## src/tach_cfg_pkg.sv

```systemverilog
/*
  constants, types and helpers shared by the tachometer pulse-count
  configuration register and its per-fan measurement latch.
  assumes: one 100 MHz core clock, synchronous active-low reset.
*/
package tach_cfg_pkg;

  ////////////////////////////////////////////////////////////////////////////
  // widths
  localparam int unsigned ADDR_W  = 8;  // register address width
  localparam int unsigned DATA_W  = 8;  // register data width
  localparam int unsigned FAN_NUM = 4;  // tachometer inputs
  localparam int unsigned SEL_W   = 2;  // per-fan select field width
  localparam int unsigned CNT_W   = 3;  // pulse count, 1 to 4

  ////////////////////////////////////////////////////////////////////////////
  // register map
  localparam logic [ADDR_W-1:0] TPC_SEL_OFFSET = 8'h7B;  // pulse count select
  localparam logic [DATA_W-1:0] TPC_SEL_RESET  = 8'h55;  // every field code 01
  localparam logic [DATA_W-1:0] RD_UNMAPPED    = 8'h00;  // unmapped read value

  // field positions, low bit of each two-bit field
  localparam int unsigned FIRST_FAN_LSB  = 0;
  localparam int unsigned SECOND_FAN_LSB = 2;
  localparam int unsigned THIRD_FAN_LSB  = 4;
  localparam int unsigned FOURTH_FAN_LSB = 6;

  // latched count before the first measurement, matches code 01
  localparam logic [CNT_W-1:0] CNT_RESET = 3'h2;

  ////////////////////////////////////////////////////////////////////////////
  // measurement latch states
  typedef enum logic [0:0] {
    LATCH_IDLE = 1'b0,  // waiting for a measurement start
    LATCH_BUSY = 1'b1   // measurement running, count frozen
  } latch_state_e;

  ////////////////////////////////////////////////////////////////////////////
  // code n selects n plus one counted pulses
  function automatic logic [CNT_W-1:0] sel_to_count(input logic [SEL_W-1:0] code);
    sel_to_count = {1'b0, code} + 3'h1;
  endfunction

endpackage

```

## src/fan_count_latch.sv

```systemverilog
/*
  per-fan latch: freezes the pulse count of one tachometer measurement
  at its start so that a later register write cannot disturb it.
  assumes: start and done are one-cycle pulses from the period counter.
*/
`timescale 1ns/1ps
module fan_count_latch
  import tach_cfg_pkg::*;
(
  input  wire logic                           core_clk_i,     // core clock
  input  wire logic                           rstn_i,         // sync reset, low
  input  wire logic [tach_cfg_pkg::SEL_W-1:0] sel_i,          // live select field
  input  wire logic                           meas_start_i,   // measurement begins
  input  wire logic                           meas_done_i,    // measurement ends
  output logic      [tach_cfg_pkg::CNT_W-1:0] pulse_count_o,  // frozen count
  output logic                                meas_busy_o     // measurement running
);

  ////////////////////////////////////////////////////////////////////////////
  // state
  typedef struct packed {
    latch_state_e            st;   // idle or busy
    logic [CNT_W-1:0]        cnt;  // count in force
  } latch_s;

  latch_s cur_r;  // registered state
  latch_s cur_nxt;  // next state

  ////////////////////////////////////////////////////////////////////////////
  // next state: latch on start while idle, release on done
  always_comb begin
    cur_nxt = cur_r;
    case (cur_r.st)
      LATCH_IDLE: begin
        if (meas_start_i) begin
          cur_nxt.cnt = sel_to_count(sel_i);
          cur_nxt.st  = LATCH_BUSY;
        end
      end
      LATCH_BUSY: begin
        // starts during a run are ignored, count stays frozen
        if (meas_done_i) begin
          cur_nxt.st = LATCH_IDLE;
        end
      end
      default: begin
        cur_nxt.st = LATCH_IDLE;
      end
    endcase
  end

  ////////////////////////////////////////////////////////////////////////////
  // registers
  always_ff @(posedge core_clk_i) begin
    if (!rstn_i) begin
      cur_r.st  <= LATCH_IDLE;
      cur_r.cnt <= CNT_RESET;
    end else begin
      cur_r <= cur_nxt;
    end
  end

  assign pulse_count_o = cur_r.cnt;
  assign meas_busy_o   = (cur_r.st == LATCH_BUSY);

endmodule

```

## src/tach_pulse_count_config.sv

```systemverilog
/*
  pulse-count select register for four fan speed measurements, with a
  latch per fan that holds the count for the whole of one measurement.
  assumes: register port is driven by the management serial interface
  decoder in the core clock domain; start/done pulses come from the
  tachometer period counters.
*/
// Summary of operation
// - bits 1:0 pick fan 1 pulse count
// - bits 3:2 pick fan 2 pulse count
// - bits 5:4 pick fan 3 pulse count
// - bits 7:6 pick fan 4 pulse count
// - reset loads 0x55, two pulses each
`timescale 1ns/1ps
module tach_pulse_count_config
  import tach_cfg_pkg::*;
(
  input  wire logic                                           core_clk_i,
  input  wire logic                                           rstn_i,
  input  wire logic                                           wr_en_i,
  input  wire logic                                           rd_en_i,
  input  wire logic [tach_cfg_pkg::ADDR_W-1:0]                addr_i,
  input  wire logic [tach_cfg_pkg::DATA_W-1:0]                wdata_i,
  output logic      [tach_cfg_pkg::DATA_W-1:0]                rdata_o,
  input  wire logic [tach_cfg_pkg::FAN_NUM-1:0]               meas_start_i,
  input  wire logic [tach_cfg_pkg::FAN_NUM-1:0]               meas_done_i,
  output logic      [tach_cfg_pkg::SEL_W-1:0]                 first_fan_pulse_count_sel_o,
  output logic      [tach_cfg_pkg::SEL_W-1:0]                 second_fan_pulse_count_sel_o,
  output logic      [tach_cfg_pkg::SEL_W-1:0]                 third_fan_pulse_count_sel_o,
  output logic      [tach_cfg_pkg::SEL_W-1:0]                 fourth_fan_pulse_count_sel_o,
  output logic      [tach_cfg_pkg::FAN_NUM*tach_cfg_pkg::CNT_W-1:0] pulse_count_o,
  output logic      [tach_cfg_pkg::FAN_NUM-1:0]               meas_busy_o
);

  ////////////////////////////////////////////////////////////////////////////
  // state
  typedef struct packed {
    logic [DATA_W-1:0] sel;    // pulse count select register
    logic [DATA_W-1:0] rdata;  // read data held for the bus
  } cfg_s;

  cfg_s cur_r;    // registered state
  cfg_s cur_nxt;  // next state

  logic                  hit;                  // address decodes to the register
  logic [SEL_W-1:0]      fan_sel [FAN_NUM];    // per-fan field of the register

  ////////////////////////////////////////////////////////////////////////////
  // address decode
  assign hit = (addr_i == TPC_SEL_OFFSET);

  ////////////////////////////////////////////////////////////////////////////
  // register write and read
  always_comb begin
    cur_nxt = cur_r;
    // write: whole byte, all four fields, unmapped writes dropped
    if (wr_en_i && hit) begin
      cur_nxt.sel = wdata_i;
    end
    // read: register or zero for an unmapped address
    if (rd_en_i) begin
      if (hit) begin
        cur_nxt.rdata = cur_r.sel;
      end else begin
        cur_nxt.rdata = RD_UNMAPPED;
      end
    end
  end

  ////////////////////////////////////////////////////////////////////////////
  // registers, power-on value gives two pulses on every fan
  always_ff @(posedge core_clk_i) begin
    if (!rstn_i) begin
      cur_r.sel   <= TPC_SEL_RESET;
      cur_r.rdata <= RD_UNMAPPED;
    end else begin
      cur_r <= cur_nxt;
    end
  end

  ////////////////////////////////////////////////////////////////////////////
  // field split
  assign fan_sel[0] = cur_r.sel[FIRST_FAN_LSB +: SEL_W];
  assign fan_sel[1] = cur_r.sel[SECOND_FAN_LSB +: SEL_W];
  assign fan_sel[2] = cur_r.sel[THIRD_FAN_LSB +: SEL_W];
  assign fan_sel[3] = cur_r.sel[FOURTH_FAN_LSB +: SEL_W];

  assign rdata_o                      = cur_r.rdata;
  assign first_fan_pulse_count_sel_o  = fan_sel[0];
  assign second_fan_pulse_count_sel_o = fan_sel[1];
  assign third_fan_pulse_count_sel_o  = fan_sel[2];
  assign fourth_fan_pulse_count_sel_o = fan_sel[3];

  ////////////////////////////////////////////////////////////////////////////
  // one latch per fan, count frozen at measurement start
  for (genvar g = 0; g < FAN_NUM; g++) begin : g_fan
    fan_count_latch i_fan_count_latch (
      .core_clk_i    (core_clk_i),
      .rstn_i        (rstn_i),
      .sel_i         (fan_sel[g]),
      .meas_start_i  (meas_start_i[g]),
      .meas_done_i   (meas_done_i[g]),
      .pulse_count_o (pulse_count_o[g*CNT_W +: CNT_W]),
      .meas_busy_o   (meas_busy_o[g])
    );
  end
endmodule

```

## config.mk

```make
export PLATFORM = sky130hd
export DESIGN_NAME = tach_pulse_count_config
export DESIGN_NICKNAME = d
export VERILOG_FILES = /design/src/tach_cfg_pkg.sv /design/src/fan_count_latch.sv /design/src/tach_pulse_count_config.sv
export SDC_FILE = /design/constraint.sdc
export NUM_CORES = 1
export LEC_CHECK = 0
export ABC_AREA = 1
export BUFFER_PORTS_ARGS = -buffer_cell sky130_fd_sc_hd__buf_2
export CAP_MARGIN = 10
export CORE_ASPECT_RATIO = 1.1
export CORE_MARGIN = 5
export CORE_UTILIZATION = 49
export CTS_CLUSTER_DIAMETER = 120
export DETAILED_ROUTE_END_ITERATION = 10
export PLACE_DENSITY = 0.81
export SLEW_MARGIN = 20
export SYNTH_ARGS = -nofsm -noshare
export SYNTH_HDL_FRONTEND = slang
export SYNTH_SLANG_ARGS = --single-unit
```

## constraint.sdc

```tcl
create_clock -name core_clk_i -period 1.95 [get_ports core_clk_i]
set_input_delay 0.39 -clock core_clk_i [delete_from_list [all_inputs] [get_ports core_clk_i]]
set_output_delay 0.39 -clock core_clk_i [all_outputs]
set_load 0.005 [all_outputs]
```

== After elaboration in Yosys (flattened, before gate mapping) ==
Index checks and enable logic that the tools add are counted.
Cells by class
  add/subtract/negate cells: 4
  equality and inequality tests: 1
  muxes and demuxes: 13
  bitwise operators: 4
  reduce and logical (&&, ||, !) cells: 5
Operator list (number)
  $mux W4: 4
  $add A2 B1 Y3 const B: 4
  $eq A8 B7 Y1 const B: 1
  $mux W8: 1
  $pmux W1 S2: 4
  $reduce_and A2 Y1: 4
  $mux W1: 4
  $not A1 Y1: 4
  $logic_and A1 B1 Y1: 1
Storage, ports and cells
  bits in registers: 32
  input port bits: 28
  output and inout bits: 32
  logic and storage cells: 37

== Longest topological paths before layout ==
  depth in word-level cells: 3
  depth in mapped cells: 7

== Cells and area by module ==
From an unflattened synthesis, not the netlist that was laid out.
Second synthesis, totals
  cells, all modules: 190
  area, all modules: 1505.2 um^2
By module, submodules not included
  tach_pulse_count_config: instances 1, cells each 94, area an instance 804.5 um^2, sequential area each 320.3 um^2
  fan_count_latch: instances 4, cells each 24, area an instance 175.2 um^2, sequential area each 80.1 um^2

== Least setup slack after synthesis ==
No wires, ideal clock.
  path kind: input-to-reg
  start: in addr_i[7] in the netlist's numbering
  end: reg cur_r (netlist bit rdata_o[4])
  setup time: 0.066 ns
  data arrival time: 0.980 ns
  required time: 1.884 ns
  setup slack: 0.904 ns
  stages: 6
  buffers on the path: 1
  cell sequence: inv_1 nand2_1 nor2_4 buf_8 nand3_2 a21oi_2
Between the ends
  longest elaborated chain between the ends: 2
Ends and longest elaborated chain
  start: declaration: RTL line tach_pulse_count_config.sv:22  | input wire logic [tach_cfg_pkg::ADDR_W-1:0] addr_i,
  $eq A8 B7 Y1: RTL line tach_pulse_count_config.sv:50  | assign hit = (addr_i == TPC_SEL_OFFSET);
  $mux W8: RTL line tach_pulse_count_config.sv:62  | if (hit) begin
  end signal: assignment: RTL line tach_pulse_count_config.sv:77  | cur_r <= cur_nxt;
  end: declaration: RTL line tach_pulse_count_config.sv:42  | cfg_s cur_r;
Every way passes these cells.
A chain may end at the register's enable or synchronous reset.

== Final worst setup path ==
  start: reg cur_r (netlist bit second_fan_pulse_count_sel_o[0])
  end: out second_fan_pulse_count_sel_o[0] in the netlist's numbering
RTL lines
  end: declaration: RTL line tach_pulse_count_config.sv:28  | output logic [tach_cfg_pkg::SEL_W-1:0] second_fan_pulse_count_sel_o,
No word-level cell between the ends.

==> run metrics <==
worst skew pair latency 0.33 ns; Fin Clk Skew 0.00518 ns; Syn Nets 215; Mapped Area 0.00145 mm²; Tmin final 1.32 ns; # nets final 270; WL final 3140 µm; Max-cap violations 0; Rel. slew slack 69.0%; final cycle utilization of the critical path 67.8%; area growth from synthesis to layout 22.0%; number of global-route vias before repair 1231; # Post-CTS Setup Buffers 0; Pre-antenna DRT Iters 4; largest net degree at the start of global routing 30; total number of placement rows 20; Num CTS Buffers 5; count of cell types in the netlist 20; worst slew pin tran 0.465 ns; synth warn 0; Setup Viol. Count Final 0; CTS clock-pin slew for the worst setup and hold paths 0.10 ns; GRT Residual Overflow 0; FMAX 756 MHz; Min-Delay Path Class primary input to flop; Leak Pwr 0.896 nW; top cell family by delay on the critical path flip-flops; Post-Syn Instances 183; RSZ-0062 raised after global routing no; Hold WS 0.296 ns; WL/cell 11.5 µm; worst path cell trace buf_2; initial antenna violation count 0; Starting Density 51.6%; Seq cells post-synth 32; TritonCTS clock tree built; antenna cells 0; setup_tns 0 ns; FILL cells 275; post-route ant nets 0; layout cells sized above 1 34.7%; via count 1308; die height 67.0 µm; vias per inst 4.81; syn_area_per_cell 7.90 µm²; die width 61.8 µm; Total GRT Usage 16.9%; Fin. Hold Viols 0; status finished clean; Pwr per Cell Area 709 mW/mm²; clock sinks 32; die area 0.00414 mm²; Peak VDD IR 0.604 mV; critical path data arrival time 0.93 ns; Routability Congestion 0.744; CP max stage delay 0.45 ns; Tot Pwr 1.25 mW; slowest CP cell dfxtp_1; Seq/Total Area, Yosys 44.3%; max-slew violation count 0; crit end category primary output; Multi-input gate area 623 µm²; sequential cell area 641 µm²; # H-tree levels 2; maximum root-to-sink buffer count 2; Final HPWL DP 2390 µm; CP required 1.56 ns; post_cts resized 0; Clock Tree Root clkbuf_4; core area 0.00280 mm²; drt drc 0; WS Path Type flop to primary output; Worst Setup Start Kind flop; CP max FO 5; boundary pin count 60; # port buffers 59; CP bufs+invs 1; CTS Hold Bufs 0; first-pass GRT wire length 5120 µm; 1st-iter DRT viols 25
## flip-flops by register name, summed over array words and instances (netlist names)
name                                   flops
first_fan_pulse_count_sel_o                2
g_fan.i_fan_count_latch.pulse_count_o     12
second_fan_pulse_count_sel_o               2
rdata_o                                    8
fourth_fan_pulse_count_sel_o               2
third_fan_pulse_count_sel_o                2
g_fan.i_fan_count_latch.meas_busy_o        4
## cells by family after synthesis
| kind of cell | after synthesis | synth area share (%) |
|---|---|---|
| fa+ha+maj | 4 | 3.46 |
| simple gates | 77 | 27.0 |
| compound gates | 32 | 12.6 |
| flops | 32 | 44.3 |
| buf+inv | 38 | 12.6 |
## metal layers
metal / GRT usage [%] / part of all wire (%)
met1: 18.7 / 42
met2: 28.3 / 47
met3: 4.84 / 8.6
met4: 8.75 / 2.5
met5: 0 / 0
## cell usage in the layout (no fill, tap or decap), drive strengths merged
cell,count
ha,4
dfxtp,32
clkbuf,6
nor2,20
nand4,8
buf,59
nand3,17
o21ai,16
inv,27
nand2,32
clkinv,2
a21oi,16
## layout make-up
| type | count | share of cell area (%) |
|---|---|---|
| flip-flops and latches | 32 | 36.3 |
| multi-input cells | 113 | 35.3 |
| repair buffers | 59 | 16.7 |
| inverters | 27 | 5.75 |
| clock buffers | 6 | 2.91 |
| well taps | 33 | 2.34 |
| clock inverters | 2 | 0.568 |
## synth_stat cells, drive strengths merged
cell type | instances | area, µm²
nor2 | 20 | 90.1
a21oi | 16 | 103
clkbuf | 1 | 3.75
dfxtp | 32 | 641
ha | 4 | 50.1
nand2 | 32 | 123
buf | 10 | 76.3
o21ai | 16 | 80.1
nand3 | 17 | 128
nand4 | 8 | 50.1
inv | 27 | 101
## power by group
group | internal [mW] | switching, mW | total [mW]
logic | 0.0668 | 0.0879 | 0.155
registers | 0.685 | 0.0150 | 0.700
clock network | 0.171 | 0.224 | 0.396
total | 0.923 | 0.327 | 1.25
## final timing paths
| check | endpoint | startpoint | depth (start not counted) | slack [ns] |
|---|---|---|---|---|
| setup / recovery | second_fan_pulse_count_sel_o[0] | second_fan_pulse_count_sel_o[0] | 1 | 0.63 |
| hold / removal | g_fan[1].i_fan_count_latch.meas_busy_o | meas_done_i[1] | 4 | 0.30 |
| setup reg to reg | g_fan[0].i_fan_count_latch.pulse_count_o[1] | g_fan[0].i_fan_count_latch.meas_busy_o | 4 | 0.97 |
| hold reg to reg | g_fan[3].i_fan_count_latch.pulse_count_o[1] | g_fan[3].i_fan_count_latch.pulse_count_o[1] | 2 | 0.46 |
## stage by stage
step                setup WS (ns)  std cells  area [µm²]  util [%]
finish                      0.627        272        1760      62.9
floorplan                   0.904        183        1450         -
global route                0.561        272        1760      62.9
CTS                         0.616        272        1760      62.9
detailed placement          0.539        264        1700      60.7
global placement            0.558        264        1700      60.7
No activity file was read; power rests on OpenSTA's default activity.
